**src/rtl/tsens_regs_pkg.sv**
```systemverilog
// constants for the sensor offset, scratch and identification register bank
`default_nettype none
package tsens_regs_pkg;
	localparam int WORD_W = 16;
	// register pointers
	localparam logic [7:0] REG_RESULT = 8'h00;
	localparam logic [7:0] REG_HIGH_LIMIT = 8'h02;
	localparam logic [7:0] REG_LOW_LIMIT = 8'h03;
	localparam logic [7:0] REG_UNLOCK = 8'h04;
	localparam logic [7:0] REG_SCRATCH_TWO = 8'h06;
	localparam logic [7:0] REG_OFFSET = 8'h07;
	localparam logic [7:0] REG_SCRATCH_THREE = 8'h08;
	localparam logic [7:0] REG_IDENT = 8'h0F;
	// field positions
	localparam int UNLOCK_BIT = 15;
	localparam int NV_BUSY_BIT = 14;
	localparam int REV_LSB = 12;
	// values after reset, and the clamp limits
	localparam logic [15:0] RESULT_RESET = 16'h8000;
	localparam logic [15:0] HIGH_LIMIT_RESET = 16'h6000;
	localparam logic [15:0] LOW_LIMIT_RESET = 16'h8000;
	localparam logic [15:0] OFFSET_RESET = 16'h0000;
	localparam logic [15:0] WORD_MAX = 16'h7FFF;
	localparam logic [15:0] WORD_MIN = 16'h8000;
	// bus protocol values
	localparam logic [6:0] GENERAL_CALL_ADDR = 7'h00;
	localparam logic [7:0] GENERAL_RESET_CMD = 8'h06;
	localparam logic [3:0] BITS_PER_BYTE = 4'h8;
	// non-volatile programming busy time in mclk cycles
	localparam logic [7:0] NV_PROG_CYCLES = 8'h10;
	typedef enum logic [2:0] {
		st_idle,
		st_addr,
		st_ack_addr,
		st_rx,
		st_ack_rx,
		st_tx,
		st_ack_tx
	} bus_state_e;
endpackage : tsens_regs_pkg
`default_nettype wire

```
**src/rtl/bit_sync.sv**
```systemverilog
// two-flop synchroniser for pin levels entering the mclk domain
`default_nettype none
module bit_sync #(
	parameter int W = 1
) (
	input wire logic mclk,
	input wire logic rstn,
	input wire logic [W-1:0] async_in,
	output logic [W-1:0] sync_out
);
	logic [W-1:0] meta;
	always_ff @(posedge mclk) begin
		if (!rstn) begin
			meta <= '1;
			sync_out <= '1;
		end else begin
			meta <= async_in;
			sync_out <= meta;
		end
	end
endmodule : bit_sync
`default_nettype wire

```
**src/rtl/sat_add16.sv**
```systemverilog
// signed 16-bit add that clamps instead of wrapping
`default_nettype none
module sat_add16 (
	input wire logic [15:0] a,
	input wire logic [15:0] b,
	output logic [15:0] sum
);
	import tsens_regs_pkg::*;
	logic [16:0] wide;
	always_comb begin
		wide = {a[15], a} + {b[15], b};
		// sign of 17-bit sum differs from bit 15 only on overflow
		if (wide[16] != wide[15]) begin
			sum = wide[16] ? WORD_MIN : WORD_MAX;
		end else begin
			sum = wide[15:0];
		end
	end
endmodule : sat_add16
`default_nettype wire

```
**src/rtl/sensor_offset_scratch_id_regs.sv**
```systemverilog
// two-wire slave register bank: offset, scratch words, identification, alert
`default_nettype none
// Functional notes
// - offset added after linearization to each result
// - offset LSB and span match temperature result
// - offset uses the result register data format
// - negative values are 16-bit two's complement
// - out-of-range sums clamp to max or min
// - offset is 16-bit read/write, zero after reset
// - scratch two read/write, reset value from storage
// - scratch three at 08h behaves like scratch two
// - locked writes volatile only; unlocked writes program storage
// - unlock bit resets locked; set routes writes to storage
// - identification at 0Fh is read-only
// - identification bits 15:12 hold silicon revision
// - identification bits 11:0 hold fixed part code
// - device is only a slave; host clocks
// - clock input, data open-drain, alert driven output
// - address-select pin picks one of four addresses
// - alert asserts when result crosses limits 02h/03h
module sensor_offset_scratch_id_regs #(
	parameter logic [6:0] BUS_ADDR_BASE = 7'h48,
	parameter logic [3:0] SILICON_REV = 4'h0,
	// arbitrary part code, not any real device's
	parameter logic [11:0] PART_CODE = 12'hA5C
) (
	input wire logic mclk,
	input wire logic rstn,
	input wire logic scl_in,
	input wire logic sda_in,
	input wire logic address_select_pin,
	input wire logic [15:0] raw_temp,
	input wire logic raw_valid,
	output logic sda_out,
	output logic sda_oe_n,
	output logic alert_n,
	output logic [15:0] temp_result
);
	import tsens_regs_pkg::*;

	logic scl_s, sda_s, pin_s, scl_q, sda_q;
	logic scl_rise, scl_fall, start_seen, stop_seen;
	bus_state_e state, next_state;
	logic [3:0] bitcnt, next_bitcnt;
	logic [1:0] byte_idx, next_byte_idx;
	logic [7:0] rx_sr, next_rx_sr, msb_hold, next_msb_hold;
	logic [7:0] ptr, next_ptr;
	logic [15:0] tx_sr, next_tx_sr;
	logic rw_read, next_rw_read, gen_call, next_gen_call;
	logic next_sda_oe_n, next_alert_n, next_sda_out;
	logic diff_scl, next_diff_scl, diff_sda, next_diff_sda, seen_high, next_seen_high;
	logic [1:0] sel;
	logic [15:0] next_temp_result, high_limit, next_high_limit, low_limit, next_low_limit;
	logic [15:0] offset_word, next_offset_word, scratch_two, next_scratch_two;
	logic [15:0] scratch_three, next_scratch_three, rd_word, sat_sum, wdata;
	logic [16:0] sum_wide;
	logic unlock, next_unlock, soft_rst, next_soft_rst;
	logic [7:0] busy_cnt, next_busy_cnt;
	logic [15:0] nv_mem [0:1];
	logic nv_we, nv_idx;
	logic wr_commit;

	bit_sync #(.W(3)) u_sync (
		.mclk(mclk),
		.rstn(rstn),
		.async_in({scl_in, sda_in, address_select_pin}),
		.sync_out({scl_s, sda_s, pin_s})
	);

	sat_add16 u_add (
		.a(raw_temp),
		.b(offset_word),
		.sum(sat_sum)
	);

	assign scl_rise = scl_s & ~scl_q;
	assign scl_fall = ~scl_s & scl_q;
	assign start_seen = scl_s & scl_q & sda_q & ~sda_s;
	assign stop_seen = scl_s & scl_q & ~sda_q & sda_s;
	assign wdata = {msb_hold, rx_sr};
	// sign-extended sum: bits 16 and 15 agree only when no clamp is due
	assign sum_wide = {raw_temp[15], raw_temp} + {offset_word[15], offset_word};

	// pin that follows scl or sda over the address byte selects that address
	always_comb begin
		if (!diff_scl) begin
			sel = 2'h3;
		end else if (!diff_sda) begin
			sel = 2'h2;
		end else if (seen_high) begin
			sel = 2'h1;
		end else begin
			sel = 2'h0;
		end
	end

	always_comb begin
		if (ptr == REG_RESULT) begin
			rd_word = temp_result;
		end else if (ptr == REG_HIGH_LIMIT) begin
			rd_word = high_limit;
		end else if (ptr == REG_LOW_LIMIT) begin
			rd_word = low_limit;
		end else if (ptr == REG_UNLOCK) begin
			rd_word = 16'h0000;
			rd_word[UNLOCK_BIT] = unlock;
			rd_word[NV_BUSY_BIT] = (busy_cnt != 8'h00);
		end else if (ptr == REG_SCRATCH_TWO) begin
			rd_word = scratch_two;
		end else if (ptr == REG_OFFSET) begin
			rd_word = offset_word;
		end else if (ptr == REG_SCRATCH_THREE) begin
			rd_word = scratch_three;
		end else if (ptr == REG_IDENT) begin
			rd_word = {SILICON_REV, PART_CODE};
		end else begin
			rd_word = 16'h0000;
		end
	end

	always_comb begin
		next_state = state;
		next_bitcnt = bitcnt;
		next_byte_idx = byte_idx;
		next_rx_sr = rx_sr;
		next_msb_hold = msb_hold;
		next_ptr = ptr;
		next_tx_sr = tx_sr;
		next_rw_read = rw_read;
		next_gen_call = gen_call;
		next_sda_oe_n = sda_oe_n;
		next_sda_out = 1'b0;
		next_diff_scl = diff_scl;
		next_diff_sda = diff_sda;
		next_seen_high = seen_high;
		next_soft_rst = 1'b0;
		wr_commit = 1'b0;
		// slave only: every move is paced by the host's scl edges or its start and stop conditions
		case (state)
			st_addr: begin
				next_diff_scl = diff_scl | (pin_s != scl_s);
				next_diff_sda = diff_sda | (pin_s != sda_s);
				next_seen_high = seen_high | pin_s;
				if (scl_rise) begin
					next_rx_sr = {rx_sr[6:0], sda_s};
					next_bitcnt = bitcnt + 4'h1;
				end else if (scl_fall && bitcnt == BITS_PER_BYTE) begin
					next_rw_read = rx_sr[0];
					next_gen_call = (rx_sr[7:1] == GENERAL_CALL_ADDR) && !rx_sr[0];
					if (rx_sr[7:1] == {BUS_ADDR_BASE[6:2], sel} || next_gen_call) begin
						next_sda_oe_n = 1'b0;
						next_state = st_ack_addr;
					end else begin
						next_state = st_idle;
					end
				end
			end
			st_ack_addr: begin
				if (scl_fall) begin
					next_bitcnt = 4'h0;
					next_byte_idx = 2'h0;
					if (rw_read) begin
						next_sda_oe_n = rd_word[15];
						next_tx_sr = {rd_word[14:0], rd_word[15]};
						next_bitcnt = 4'h1;
						next_state = st_tx;
					end else begin
						next_sda_oe_n = 1'b1;
						next_state = st_rx;
					end
				end
			end
			st_rx: begin
				if (scl_rise) begin
					next_rx_sr = {rx_sr[6:0], sda_s};
					next_bitcnt = bitcnt + 4'h1;
				end else if (scl_fall && bitcnt == BITS_PER_BYTE) begin
					next_bitcnt = 4'h0;
					next_sda_oe_n = 1'b0;
					next_state = st_ack_rx;
					if (gen_call) begin
						next_soft_rst = (rx_sr == GENERAL_RESET_CMD);
					end else if (byte_idx == 2'h0) begin
						next_ptr = rx_sr;
						next_byte_idx = 2'h1;
					end else if (byte_idx == 2'h1) begin
						next_msb_hold = rx_sr;
						next_byte_idx = 2'h2;
					end else begin
						wr_commit = 1'b1;
						next_byte_idx = 2'h1;
					end
				end
			end
			st_ack_rx: begin
				if (scl_fall) begin
					next_sda_oe_n = 1'b1;
					next_state = st_rx;
				end
			end
			st_tx: begin
				if (scl_fall) begin
					if (bitcnt == BITS_PER_BYTE) begin
						next_sda_oe_n = 1'b1;
						next_state = st_ack_tx;
					end else begin
						next_sda_oe_n = tx_sr[15];
						next_tx_sr = {tx_sr[14:0], tx_sr[15]};
						next_bitcnt = bitcnt + 4'h1;
					end
				end
			end
			st_ack_tx: begin
				if (scl_rise && sda_s) begin
					next_state = st_idle;
				end else if (scl_fall) begin
					next_sda_oe_n = tx_sr[15];
					next_tx_sr = {tx_sr[14:0], tx_sr[15]};
					next_bitcnt = 4'h1;
					next_state = st_tx;
				end
			end
			default: begin
				next_state = st_idle;
			end
		endcase
		if (start_seen) begin
			next_state = st_addr;
			next_bitcnt = 4'h0;
			next_sda_oe_n = 1'b1;
			next_diff_scl = 1'b0;
			next_diff_sda = 1'b0;
			next_seen_high = 1'b0;
		end else if (stop_seen) begin
			next_state = st_idle;
			next_sda_oe_n = 1'b1;
		end
	end

	always_comb begin
		next_temp_result = temp_result;
		next_high_limit = high_limit;
		next_low_limit = low_limit;
		next_offset_word = offset_word;
		next_scratch_two = scratch_two;
		next_scratch_three = scratch_three;
		next_unlock = unlock;
		next_busy_cnt = (busy_cnt != 8'h00) ? busy_cnt - 8'h01 : 8'h00;
		nv_we = 1'b0;
		nv_idx = 1'b0;
		// raw input is already linearized; offset joins afterwards
		if (raw_valid) begin
			next_temp_result = sat_sum;
		end
		if (wr_commit) begin
			if (ptr == REG_HIGH_LIMIT) begin
				next_high_limit = wdata;
			end else if (ptr == REG_LOW_LIMIT) begin
				next_low_limit = wdata;
			end else if (ptr == REG_UNLOCK) begin
				next_unlock = wdata[UNLOCK_BIT];
			end else if (ptr == REG_OFFSET) begin
				next_offset_word = wdata;
			end else if (ptr == REG_SCRATCH_TWO) begin
				next_scratch_two = wdata;
				nv_we = unlock;
			end else if (ptr == REG_SCRATCH_THREE) begin
				next_scratch_three = wdata;
				nv_we = unlock;
				nv_idx = 1'b1;
			end
			// identification and result pointers take the write and keep their value
			if (nv_we) begin
				next_busy_cnt = NV_PROG_CYCLES;
			end
		end
		// comparator: alert holds while result sits outside the limits
		next_alert_n = !(($signed(temp_result) > $signed(high_limit)) ||
			($signed(temp_result) < $signed(low_limit)));
		if (soft_rst) begin
			next_temp_result = RESULT_RESET;
			next_high_limit = HIGH_LIMIT_RESET;
			next_low_limit = LOW_LIMIT_RESET;
			next_offset_word = OFFSET_RESET;
			next_unlock = 1'b0;
			next_scratch_two = nv_mem[0];
			next_scratch_three = nv_mem[1];
			next_alert_n = 1'b1;
		end
	end

	// storage keeps its contents over reset, so it has no reset branch
	always_ff @(posedge mclk) begin
		if (nv_we) begin
			nv_mem[nv_idx] <= wdata;
		end
	end

	always_ff @(posedge mclk) begin
		scl_q <= scl_s;
		sda_q <= sda_s;
		if (!rstn) begin
			state <= st_idle;
			bitcnt <= 4'h0;
			byte_idx <= 2'h0;
			rx_sr <= 8'h00;
			msb_hold <= 8'h00;
			ptr <= 8'h00;
			tx_sr <= 16'h0000;
			rw_read <= 1'b0;
			gen_call <= 1'b0;
			sda_oe_n <= 1'b1;
			sda_out <= 1'b0;
			diff_scl <= 1'b0;
			diff_sda <= 1'b0;
			seen_high <= 1'b0;
			soft_rst <= 1'b1;
			busy_cnt <= 8'h00;
		end else begin
			state <= next_state;
			bitcnt <= next_bitcnt;
			byte_idx <= next_byte_idx;
			rx_sr <= next_rx_sr;
			msb_hold <= next_msb_hold;
			ptr <= next_ptr;
			tx_sr <= next_tx_sr;
			rw_read <= next_rw_read;
			gen_call <= next_gen_call;
			sda_oe_n <= next_sda_oe_n;
			sda_out <= next_sda_out;
			diff_scl <= next_diff_scl;
			diff_sda <= next_diff_sda;
			seen_high <= next_seen_high;
			soft_rst <= next_soft_rst;
			busy_cnt <= next_busy_cnt;
		end
	end

	always_ff @(posedge mclk) begin
		if (!rstn) begin
			temp_result <= RESULT_RESET;
			high_limit <= HIGH_LIMIT_RESET;
			low_limit <= LOW_LIMIT_RESET;
			offset_word <= OFFSET_RESET;
			unlock <= 1'b0;
			alert_n <= 1'b1;
			scratch_two <= 16'h0000;
			scratch_three <= 16'h0000;
		end else begin
			temp_result <= next_temp_result;
			high_limit <= next_high_limit;
			low_limit <= next_low_limit;
			offset_word <= next_offset_word;
			unlock <= next_unlock;
			alert_n <= next_alert_n;
			scratch_two <= next_scratch_two;
			scratch_three <= next_scratch_three;
		end
	end

	AST_OFFSET_ZERO_AFTER_RESET: assert property (@(posedge mclk) disable iff (!rstn)
		$rose(rstn) |-> offset_word == OFFSET_RESET && !unlock)
		else $error("offset or unlock not cleared by reset");
	AST_UNLOCK_AFTER_RESET: assert property (@(posedge mclk) disable iff (!rstn)
		soft_rst |=> !unlock)
		else $error("unlock bit not cleared by reset");
	AST_SUM_IN_RANGE: assert property (@(posedge mclk) disable iff (!rstn)
		raw_valid && !soft_rst && sum_wide[16] == sum_wide[15] |=>
		temp_result == $past(raw_temp) + $past(offset_word))
		else $error("result is not raw plus offset");
	AST_CLAMP_HIGH: assert property (@(posedge mclk) disable iff (!rstn)
		raw_valid && !soft_rst && !raw_temp[15] && !offset_word[15] &&
		(raw_temp + offset_word) >= WORD_MIN |=> temp_result == WORD_MAX)
		else $error("positive overflow did not clamp");
	AST_CLAMP_LOW: assert property (@(posedge mclk) disable iff (!rstn)
		raw_valid && !soft_rst && raw_temp[15] && offset_word[15] &&
		(raw_temp + offset_word) <= WORD_MAX |=> temp_result == WORD_MIN)
		else $error("negative overflow did not clamp");
	AST_LOCKED_WRITE: assert property (@(posedge mclk) disable iff (!rstn)
		wr_commit && !unlock && ptr == REG_SCRATCH_THREE |->
		!nv_we ##1 scratch_three == $past(wdata) && busy_cnt == 8'h00)
		else $error("locked write reached storage");
	AST_UNLOCKED_WRITE: assert property (@(posedge mclk) disable iff (!rstn)
		wr_commit && unlock && (ptr == REG_SCRATCH_TWO || ptr == REG_SCRATCH_THREE) |=>
		nv_mem[$past(nv_idx)] == $past(wdata) && busy_cnt == NV_PROG_CYCLES)
		else $error("unlocked write did not program storage");
	AST_IDENT_FIXED: assert property (@(posedge mclk) disable iff (!rstn)
		ptr == REG_IDENT |-> rd_word[REV_LSB-1:0] == PART_CODE && rd_word[15:REV_LSB] == SILICON_REV)
		else $error("identification word wrong");
	AST_ALERT_HIGH: assert property (@(posedge mclk) disable iff (!rstn)
		$signed(temp_result) > $signed(high_limit) && !soft_rst |=> !alert_n)
		else $error("alert missed high crossing");
	AST_ACK_DRIVES: assert property (@(posedge mclk) disable iff (!rstn)
		state != st_ack_addr ##1 state == st_ack_addr |-> !sda_oe_n && !sda_out)
		else $error("address ack not driven low");
endmodule : sensor_offset_scratch_id_regs
`default_nettype wire

```
**config.mk**
```make
export PLATFORM = sky130hd
export DESIGN_NAME = sensor_offset_scratch_id_regs
export DESIGN_NICKNAME = d
export VERILOG_FILES = /design/src/rtl/tsens_regs_pkg.sv /design/src/rtl/bit_sync.sv /design/src/rtl/sat_add16.sv /design/src/rtl/sensor_offset_scratch_id_regs.sv
export SDC_FILE = /design/constraint.sdc
export NUM_CORES = 1
export LEC_CHECK = 0
export BUFFER_PORTS_ARGS = -buffer_cell sky130_fd_sc_hd__buf_4
export CELL_PAD_IN_SITES_DETAIL_PLACEMENT = 1
export CELL_PAD_IN_SITES_GLOBAL_PLACEMENT = 1
export CORE_ASPECT_RATIO = 1.75
export CORE_MARGIN = 1.5
export CORE_UTILIZATION = 51
export CTS_CLUSTER_DIAMETER = 100
export CTS_CLUSTER_SIZE = 12
export DETAILED_ROUTE_END_ITERATION = 6
export GPL_ROUTABILITY_DRIVEN = 1
export MAX_ROUTING_LAYER = met4
export PLACE_DENSITY_LB_ADDON = 0.15
export SETUP_SLACK_MARGIN = 0.4
export SLEW_MARGIN = 20
export SYNTH_ARGS = -nofsm -noshare
export SYNTH_HDL_FRONTEND = slang
export SYNTH_SLANG_ARGS = --single-unit
```
**constraint.sdc**
```tcl
create_clock -name mclk -period 8.3 [get_ports mclk]
set_input_delay 2.075 -clock mclk [delete_from_list [all_inputs] [get_ports mclk]]
set_output_delay 2.075 -clock mclk [all_outputs]
set_load 0.01 [all_outputs]
```
==> results.toml, run 1 <==
[run_status]
outcome = "finished, violations left"
violations = "DRC"

[layout]
fin_cells = 1520
design_area_mm2 = 0.0116
n_antenna_cell = 0
postLayoutCoreUtil_pct = 56.5
drive_gt1_share_pct = 7.39
finalNetCount = 1337
syn_to_final_growth_pct = 8.01
mostFrequentLayoutCell = "nand2_1"
mostFrequentLayoutCells = "nand2_1, a21oi_1, dfxtp_1"

[cts]
cts_resized = 0
cts_max_path_buffers = 3
clock_latency_ns = 0.50
numCtsBuffers = 20
cts_tree = "built"
htree_levels = 1
hold_buffers = 0
clkTransAtPathRegs_ns = 0.06
clock-root-buffer = "clkbuf_16"
cts_sinks = 202
post_cts_buffers = 0

[synth]
syn_area_mm2 = 0.0107
yosysWarningCount = 0
ys_async_sr_fraction_pct = 0
synth_top_cell_by_area = "dfxtp_1"
synth_nets = 1359
syn_avg_cell_area_um2 = 8.32
synth-seq-cells = 202
netlist_instances = 1285
ys_seq_area_share_pct = 40.8
ys_top_cells_by_area = "dfxtp_1, edfxtp_1, a21oi_1, nand2_1, ha_1"
synth_enable_flop_cells = 32
synthDistinctLibCells = 72
synth_top_area_share_pct = 31.8
synth_top_flop_cell = "dfxtp_1"

[drt]
routed_wl_mm = 33.7
antenna_left = 0
dr.max_layer_used = "met4"
drt_iter0_drc = 482
remaining_drc_errors = 7
met2_length_mm = 17.3
via_per_inst = 6.19
wl_met3_mm = 1.13
via_count = 9415
drt-pass1-iter-count = 7
m1WireLength_mm = 12.7
routedWlPerCell_um = 22.2

[job]
max_cap_viol_count = 0

[global_routing]
grt_overflow = 0
grt_pass1_vias = 9805
antenna_found_initial = 0
grt_max_degree = 91
grt_pass1_wl_mm = 53.5
track_usage_pct = 32.0

[placed_design]
io_buffers = 39
place_hpwl_mm = 24.4
placed_cell_area_mm2 = 0.0110
gp_congestion = 0.906
dp.cells = 1489
pre_cts_ws_ns = 3.24

[timing]
fin_crit_ns = 4.37
setup_viol = 0
slew_headroom_pct = 34.8
finalHoldViolCount = 0
max_freq_ghz = 0.229
finalSetupTns_ns = 0
timing.final.ws_setup_ns = 3.93
slew_violations = 0
fin_crit_sh_pct = 52.6
fin_skew_ns = 0.0102
rsz0062_at_grt = "no"
tightest_slew_ns = 0.974

[power]
peakVddDrop_v = 0.000166
p_per_area_mw_per_mm2 = 181
p_leak_nw = 4.31

[setup_path]
cp.depth = 11
worstReg2RegStart = "ptr[0]"
reg2reg_depth = 8
critPathLaunchType = "input port"
worstPathArrival_ns = 4.79
slowest_delay_ns = 0.53
cpMostUsedCell = "a21oi_1"
end_kind = "flip-flop"
criticalPathCategory = "input port to flip-flop"
required_ns = 8.72
critPathLaunch = "raw_temp[0]"
r2r-end = "sda_oe_n"
path_cells = "buf_4 > ha_1 > inv_1 > fa_1 > nand2b_1 > a21oi_1 > nor2_1 > o311ai_2 > o21bai_2 > maj3_1 > a21oi_1"
cp_max_fo = 15
cp_top_family = "compound AO/OA/AOI/OAI gates"
crit_end = "temp_result[9]"
path_buf_inv = 2
crit_slowest_cell = "o311ai_2"
rrSetupSlack_ns = 5.05

[die]
core_area_mm2 = 0.0205
row_count = 69
dieArea_mm2 = 0.0219
start_util_pct = 52.3
io_pins = 41
dieHeight_um = 195
fp.dieW_um = 112

[min_path]
worstHoldPathType = "flip-flop to flip-flop"
## flip-flops by register name, summed over array words and instances (netlist names), 16 cells and up
name           flops
high_limit        16
low_limit         16
nv_mem            32
offset_word       16
scratch_three     16
scratch_two       16
temp_result       16
tx_sr             16
## how the worst min path moves through the flow
stage                   start                 end  slack, ns  cells after the start
4_1_cts        u_sync.meta[1]  u_sync.sync_out[1]       0.42                      1
2_1_floorplan  u_sync.meta[0]  u_sync.sync_out[0]       0.39                      1
5_1_grt        u_sync.meta[2]  u_sync.sync_out[2]       0.45                      1
3_5_place_dp   u_sync.meta[1]  u_sync.sync_out[1]       0.40                      1
6_report       u_sync.meta[1]  u_sync.sync_out[1]       0.42                      1
3_3_place_gp   u_sync.meta[1]  u_sync.sync_out[1]       0.40                      1
## stage by stage
stage / hold WS, ns / power (W)
after floorplan: 0.386 / 0.00121
after global placement: 0.397 / 0.00126
after detailed placement: 0.400 / 0.00127
after CTS: 0.421 / 0.00211
after global routing: 0.451 / 0.00217
final: 0.416 / 0.00209
## per-layer routing
metal	up-vias	global-route usage, %
li1	4487	-
met1	4614	32.8
met2	210	57.0
met3	104	3.80
met4	0	20.8
met5	-	-
## worst reg2reg max path, stage by stage (launching register included)
cell	delay, ns
dfxtp_2	0.31
buf_4	0.47
clkinv_1	0.53
nor2_1	0.83
a21oi_1	0.09
nor2_1	0.13
o22ai_1	0.10
a22oi_1	0.46
o221ai_1	0.20
## kinds of logic (layout without fill, tap and decap cells)
group                    after synthesis  after routing  share of synthesized area, %
flip-flops                           202            202                          40.8
adder cells (fa/ha/maj)               64             64                          7.28
AO/OA/AOI/OAI                        421            421                          22.8
AND/OR/NAND/NOR                      382            382                          17.2
multiplexers                          45             45                          4.24
XOR/XNOR                              24             24                          1.97
other                                  1              1                        0.0351
buffers and inverters                146            133                          5.67
## cells in the mapped netlist, types with 4 or more instances
| cell | number |
|---|---|
| a21o_1 | 7 |
| xor2_1 | 8 |
| maj3_1 | 12 |
| nand4_1 | 5 |
| o21ai_0 | 92 |
| o221ai_1 | 4 |
| nand2b_1 | 21 |
| a21boi_0 | 21 |
| nor4_1 | 5 |
| o211ai_1 | 23 |
| nand3_1 | 14 |
| a21oi_1 | 187 |
| nand2_1 | 193 |
| and2_1 | 4 |
| a211oi_1 | 4 |
| nor2b_1 | 22 |
| mux2i_1 | 43 |
| nor3_1 | 13 |
| nor2_1 | 61 |
| ha_1 | 51 |
| buf_6 | 5 |
| o22ai_1 | 16 |
| or4_1 | 4 |
| edfxtp_1 | 32 |
| dfxtp_1 | 170 |
| xnor2_1 | 16 |
| or2_2 | 5 |
| o21a_1 | 6 |
| buf_2 | 11 |
| or3_1 | 4 |
| inv_1 | 53 |
| buf_1 | 4 |
| nand3b_1 | 7 |
| a31oi_1 | 38 |
| clkbuf_1 | 70 |
## cell type report
type / count / area (µm²)
clock buffers: 31 / 573
fillers: 2482 / 8910
multi-input cells: 937 / 5740
flip-flops and latches: 202 / 4370
repair buffers: 48 / 360
inverters: 54 / 203
well taps: 248 / 310
## where the power goes
group          internal, W  switching [W]  total [W]
combinational    0.0000887       0.000109   0.000198
sequential         0.00102      0.0000302    0.00105
clock             0.000470       0.000373   0.000843
total              0.00158       0.000512    0.00209
Note: power is estimated with default switching activity, not from simulation.
==> inputs of run 2 (changes only) <==
--- a/config.mk
+++ b/config.mk
@@ -5,12 +5,13 @@
 export SDC_FILE = /design/constraint.sdc
 export NUM_CORES = 1
 export LEC_CHECK = 0
+export ABC_AREA = 1
 export BUFFER_PORTS_ARGS = -buffer_cell sky130_fd_sc_hd__buf_4
 export CELL_PAD_IN_SITES_DETAIL_PLACEMENT = 1
 export CELL_PAD_IN_SITES_GLOBAL_PLACEMENT = 1
 export CORE_ASPECT_RATIO = 1.75
 export CORE_MARGIN = 1.5
-export CORE_UTILIZATION = 51
+export CORE_UTILIZATION = 42
 export CTS_CLUSTER_DIAMETER = 100
 export CTS_CLUSTER_SIZE = 12
 export DETAILED_ROUTE_END_ITERATION = 6
==> constraint.sdc (replaced) <==
create_clock -name mclk -period 3.8 [get_ports mclk]
set_input_delay 0.95 -clock mclk [delete_from_list [all_inputs] [get_ports mclk]]
set_output_delay 0.95 -clock mclk [all_outputs]
set_load 0.01 [all_outputs]
==> run 2 against run 1 <==
The flow now finishes without violations; sequential cell count unchanged; die area rose by 17%; via count is 3.4% higher; critical path depth rose by 1; largest power group unchanged.
==> results.toml, run 2 <==
[synth]
ys_async_sr_fraction_pct = 0
synth.most_common_cell = "nand2_1"
syn_avg_cell_area_um2 = 7.55
synth_top_flop_cell = "dfxtp_1"
synthDistinctLibCells = 48
synth_top_area_share_pct = 32.9
netlist_instances = 1369
syn_area_mm2 = 0.0103
ys_seq_area_share_pct = 42.2
synth_top_cell_by_area = "dfxtp_1"
synth_enable_flop_cells = 32
yosys-top-cells-count = "nand2_1, a21oi_1, dfxtp_1"
ys_top_cells_by_area = "dfxtp_1, nand2_1, edfxtp_1, a21oi_1, ha_1"
synth_nets = 1443
yosysWarningCount = 0
synth-seq-cells = 202

[setup_path]
worstPathArrival_ns = 2.86
cp.depth = 12
path_buf_inv = 4
crit_slowest_cell = "dfxtp_1"
worstReg2RegStart = "bitcnt[0]"
r2r-end = "nv_mem[0][2]"
required_ns = 3.99
cp_top_family = "simple AND/OR/NAND/NOR gates"
criticalPathCategory = "flip-flop to flip-flop"
critPathLaunch = "bitcnt[0]"
slowest_delay_ns = 0.33
end_kind = "flip-flop"
cp_max_fo = 16
rrSetupSlack_ns = 1.13
crit_end = "nv_mem[0][2]"
path_cells = "inv_1 > ha_1 > nand3_1 > nor2_4 > nand3_2 > nor2_2 > inv_2 > nor2_1 > buf_4 > o211ai_2 > nor2_1 > buf_4"
reg2reg_depth = 12
critPathLaunchType = "flip-flop"

[layout]
drive_gt1_share_pct = 8.84
design_area_mm2 = 0.0114
fillers = 3066
syn_to_final_growth_pct = 10.8
mostFrequentLayoutCells = "nand2_1, a21oi_1, dfxtp_1"
largest_register = "nv_mem"
n_antenna_cell = 0
mostFrequentLayoutCell = "nand2_1"
finalNetCount = 1467
largest_register_ffs = 32

[drt]
antenna_left = 0
via_per_inst = 5.69
via_count = 9734
remaining_drc_errors = 0
drt-pass1-iter-count = 5
routed_wl_mm = 36.0
drt_iter0_drc = 564
routedWlPerCell_um = 21.1

[die]
row_count = 75
fp.dieW_um = 122
dieHeight_um = 211
io_pins = 41
start_util_pct = 42.8
dieArea_mm2 = 0.0256
core_area_mm2 = 0.0241

[timing]
finalSetupTns_ns = 0
slew_headroom_pct = 35.8
fin_crit_sh_pct = 70.3
slew_violations = 0
fin_skew_ns = 0.0189
setup_viol = 0
rsz0062_at_grt = "no"
timing.hold.ws_ns = 0.412
tightest_slew_ns = 0.964
max_freq_ghz = 0.374
timing.final.ws_setup_ns = 1.13
fin_crit_ns = 2.67
finalHoldViolCount = 0

[global_routing]
grt_max_degree = 43
grt_pass1_wl_mm = 56.1
antenna_found_initial = 0
grt_pass1_vias = 10100
track_usage_pct = 29.7
grt_overflow = 0

[cts]
post_cts_buffers = 0
clock_latency_ns = 0.52
clkTransAtPathRegs_ns = 0.06
cts_max_path_buffers = 3
cts_sinks = 202
clock-root-buffer = "clkbuf_16"
cts_tree = "built"
numCtsBuffers = 20
cts_resized = 0
htree_levels = 1
hold_buffers = 0

[power]
p_leak_nw = 4.81
p_per_area_mw_per_mm2 = 403
peakVddDrop_v = 0.000297

[run_status]
outcome = "finished clean"

[placed_design]
placed_cell_area_mm2 = 0.0109
io_buffers = 39
pre_cts_ws_ns = 0.716
gp_congestion = 0.939
place_hpwl_mm = 28.1

[job]
max_cap_viol_count = 0

[min_path]
hold_depth = 1
worstHoldPathType = "flip-flop to flip-flop"
## run 2: cell types whose count changed in the layout (fill, tap and decap cells not counted), sizes merged, moves of 22 or more
cell and change:
nor2 +46, mux2i -43, nand2 +88, o21ai +40, nand3 +60, nor2b -22, inv +84
## run 2: worst reg2reg max path: cells and delay by family, from the launching register on
family	cells	cell delay [ns]
AND/OR/NAND/NOR	6	0.98
flip-flops	1	0.33
adder cells (fa/ha/maj)	1	0.15
buffers and inverters	4	0.68
AO/OA/AOI/OAI	1	0.18
## run 2: cell families after synthesis
logic type | synth area share, %
AOI/OAI and AO/OA | 19.5
xor gates and xnor gates | 1.78
adders and majority gates | 6.37
other | 0.0363
buffers and inverters | 7.57
DFF | 42.2
and+or+nand+nor | 22.5
## run 2: area by class of cell
cell class / instances / area [µm²] / area share, %
clock buffers: 30 / 548 / 4.79
flip-flops and latches: 202 / 4360 / 38.1
inverters: 140 / 526 / 4.59
repair buffers: 55 / 413 / 3.61
well taps: 308 / 385 / 3.37
clock inverters: 1 / 16.3 / 0.142
multi-input cells: 974 / 5190 / 45.4
## run 2: layer usage
layer / up-vias / wire (µm) / GRT usage [%]
met1: 4789 / 13600 / 29.9
met5: - / 0 / -
met3: 80 / 761 / 2.57
met4: 0 / 1740 / 13.3
li1: 4691 / - / -
met2: 174 / 19900 / 57.0
## run 2: stage by stage
stage	instances	utilization [%]	total power, W
finish	1710	47.5	0.00462
global route	1710	47.5	0.00481
CTS	1710	47.5	0.00467
detailed placement	1679	45.1	0.00283
global placement	1679	45.1	0.00281
floorplan	1369	-	0.00267
## run 2: how the worst min path moves through the flow
stage                  startpoint                  to  slack (ns)
6_report              busy_cnt[0]         busy_cnt[0]        0.41
5_1_grt            u_sync.meta[0]  u_sync.sync_out[0]        0.44
4_1_cts               busy_cnt[0]         busy_cnt[0]        0.41
3_5_place_dp       u_sync.meta[2]  u_sync.sync_out[2]        0.40
3_3_place_gp       u_sync.meta[0]  u_sync.sync_out[0]        0.39
2_1_floorplan  u_sync.sync_out[1]               sda_q        0.37
## run 2: power by group
group	total (W)	internal, W	switching, W	leakage, nW
sequential	0.00229	0.00223	0.0000618	1.66
clock	0.00183	0.000993	0.000839	0.271
combinational	0.000492	0.000187	0.000305	2.88
==> inputs of run 3 (changes only) <==
--- a/config.mk
+++ b/config.mk
@@ -11,7 +11,7 @@
 export CELL_PAD_IN_SITES_GLOBAL_PLACEMENT = 1
 export CORE_ASPECT_RATIO = 1.75
 export CORE_MARGIN = 1.5
-export CORE_UTILIZATION = 42
+export CORE_UTILIZATION = 46
 export CTS_CLUSTER_DIAMETER = 100
 export CTS_CLUSTER_SIZE = 12
 export DETAILED_ROUTE_END_ITERATION = 6
==> constraint.sdc (replaced) <==
create_clock -name mclk -period 2.7 [get_ports mclk]
set_input_delay 0.675 -clock mclk [delete_from_list [all_inputs] [get_ports mclk]]
set_output_delay 0.675 -clock mclk [all_outputs]
set_load 0.01 [all_outputs]
==> run 3 against run 2 <==
Routed wire length up 1.2%; register-to-register slack worse by 0.73 ns; sequential cell count unchanged; combinational power up 45%; clock skew up 0.0043 ns; critical path type unchanged.
==> results.toml, run 3 (synthesis gave the netlist of run 2 again) <==
[cts]
clkTransAtPathRegs_ns = 0.06
numCtsBuffers = 20
htree_levels = 1
cts_max_path_buffers = 3
clock-root-buffer = "clkbuf_16"
cts_sinks = 202
clock_latency_ns = 0.52
cts_tree = "built"

[power]
p_per_area_mw_per_mm2 = 549
power_w = 0.00651
p_leak_nw = 4.96
peakVddDrop_v = 0.000436

[layout]
finalNetCount = 1498
fillers = 2829
drive_gt1_share_pct = 13.3
mostFrequentLayoutCells = "nand2_1, a21oi_1, dfxtp_1"
design_area_mm2 = 0.0119
n_antenna_cell = 0
syn_to_final_growth_pct = 14.7
mostFrequentLayoutCell = "nand2_1"
largest_register_ffs = 32
largest_register = "nv_mem"

[timing]
fin_crit_ns = 2.30
max_freq_ghz = 0.435
finalHoldViolCount = 0
tightest_slew_ns = 0.773
setup_viol = 0
slew_headroom_pct = 48.4
slew_violations = 0
finalSetupTns_ns = 0
rsz0062_at_grt = "yes"
fin_crit_sh_pct = 85.2
fin_skew_ns = 0.0232

[setup_path]
end_kind = "flip-flop"
cp_max_fo = 16
required_ns = 3.08
criticalPathCategory = "flip-flop to flip-flop"
critPathLaunchType = "flip-flop"
worstPathArrival_ns = 2.68

[die]
core_area_mm2 = 0.0221
start_util_pct = 46.8
row_count = 72
fp.dieW_um = 116
io_pins = 41
dieHeight_um = 201
dieArea_mm2 = 0.0234

[job]
max_cap_viol_count = 0

[global_routing]
grt_pass1_vias = 10400
grt_max_degree = 49
grt_pass1_wl_mm = 56.8
grt_overflow = 0
track_usage_pct = 32.8
antenna_found_initial = 0

[placed_design]
io_buffers = 39
place_hpwl_mm = 27.8
placed_cell_area_mm2 = 0.0111
gp_congestion = 0.952

[drt]
drt_iter0_drc = 544
drt-pass1-iter-count = 5
via_count = 9873
via_per_inst = 5.71
routed_wl_mm = 36.5
remaining_drc_errors = 0
antenna_left = 0
routedWlPerCell_um = 21.1

[min_path]
worstHoldPathType = "input port to flip-flop"

[run_status]
outcome = "finished clean"
[run 3: changes by cell type in the layout (fill, tap and decap cells not counted), sizes merged]
cell	previous run	this run
buf	55	85
clkinvlp	0	2
clkinv	4	5
clkbuf	30	29
inv	137	135
[run 3: power breakdown]
part	total, W	switching (W)	internal, W
Sequential	0.00322	0.0000839	0.00314
Clock	0.00257	0.00118	0.00139
Combinational	0.000713	0.000440	0.000273
Total	0.00651	0.00170	0.00480
[run 3: path summary, 6_finish.rpt]
kind | depth (start not counted) | endpoint | slack (ns) | from
min | 2 | u_sync.meta[0] | 0.35 | address_select_pin
max | 9 | tx_sr[13] | 0.40 | ptr[3]
min reg2reg | 1 | u_sync.sync_out[0] | 0.41 | u_sync.meta[0]
max reg2reg | 9 | tx_sr[13] | 0.40 | ptr[3]
[run 3: worst max-delay path: stages (launching register included)]
cell and delay, ns:
dfxtp_1 0.40, inv_1 0.11, nand2_1 0.27, nor2_4 0.09, nand2_2 0.24, inv_6 0.13
a21oi_1 0.40, nand4_1 0.32, nand2_1 0.15, a21oi_1 0.08
[run 3: metrics by stage]
step	cells	hold slack (ns)	setup slack [ns]	util, %
after detailed placement	1689	0.401	-0.0461	50.1
after global routing	1728	0.349	0.317	53.7
after CTS	1722	0.348	0.402	52.9
after floorplan	1369	0.372	0.316	-
final	1728	0.352	0.399	53.7
after global placement	1689	0.396	0.0972	50.1
[run 3: layout make-up]
cell class / instances / area, µm² / area share, %
Tap cell: 296 / 370 / 3.12
Clock inverter: 1 / 16.3 / 0.137
Clock buffer: 29 / 544 / 4.59
Timing Repair inverter: 1 / 7.51 / 0.0633
Multi-Input combinational cell: 974 / 5350 / 45.1
Sequential cell: 202 / 4370 / 36.9
Inverter: 140 / 538 / 4.54
Timing Repair Buffer: 85 / 663 / 5.59
[run 3: timing repair]
action	CTS	global route
hold buffers	0	0
pin swaps	2	8
buffers inserted	2	6
gates resized for setup	10	34
setup endpoints to repair	71	70
gates cloned	1	0
[run 3: layer usage]
layer | vias up | global-route usage (%) | part of all wire (%)
met4 | 0 | 16.4 | 6.2
met1 | 4798 | 33.6 | 36
met5 | - | - | 0
met2 | 232 | 60.0 | 54
met3 | 111 | 3.80 | 3.7
li1 | 4732 | - | -
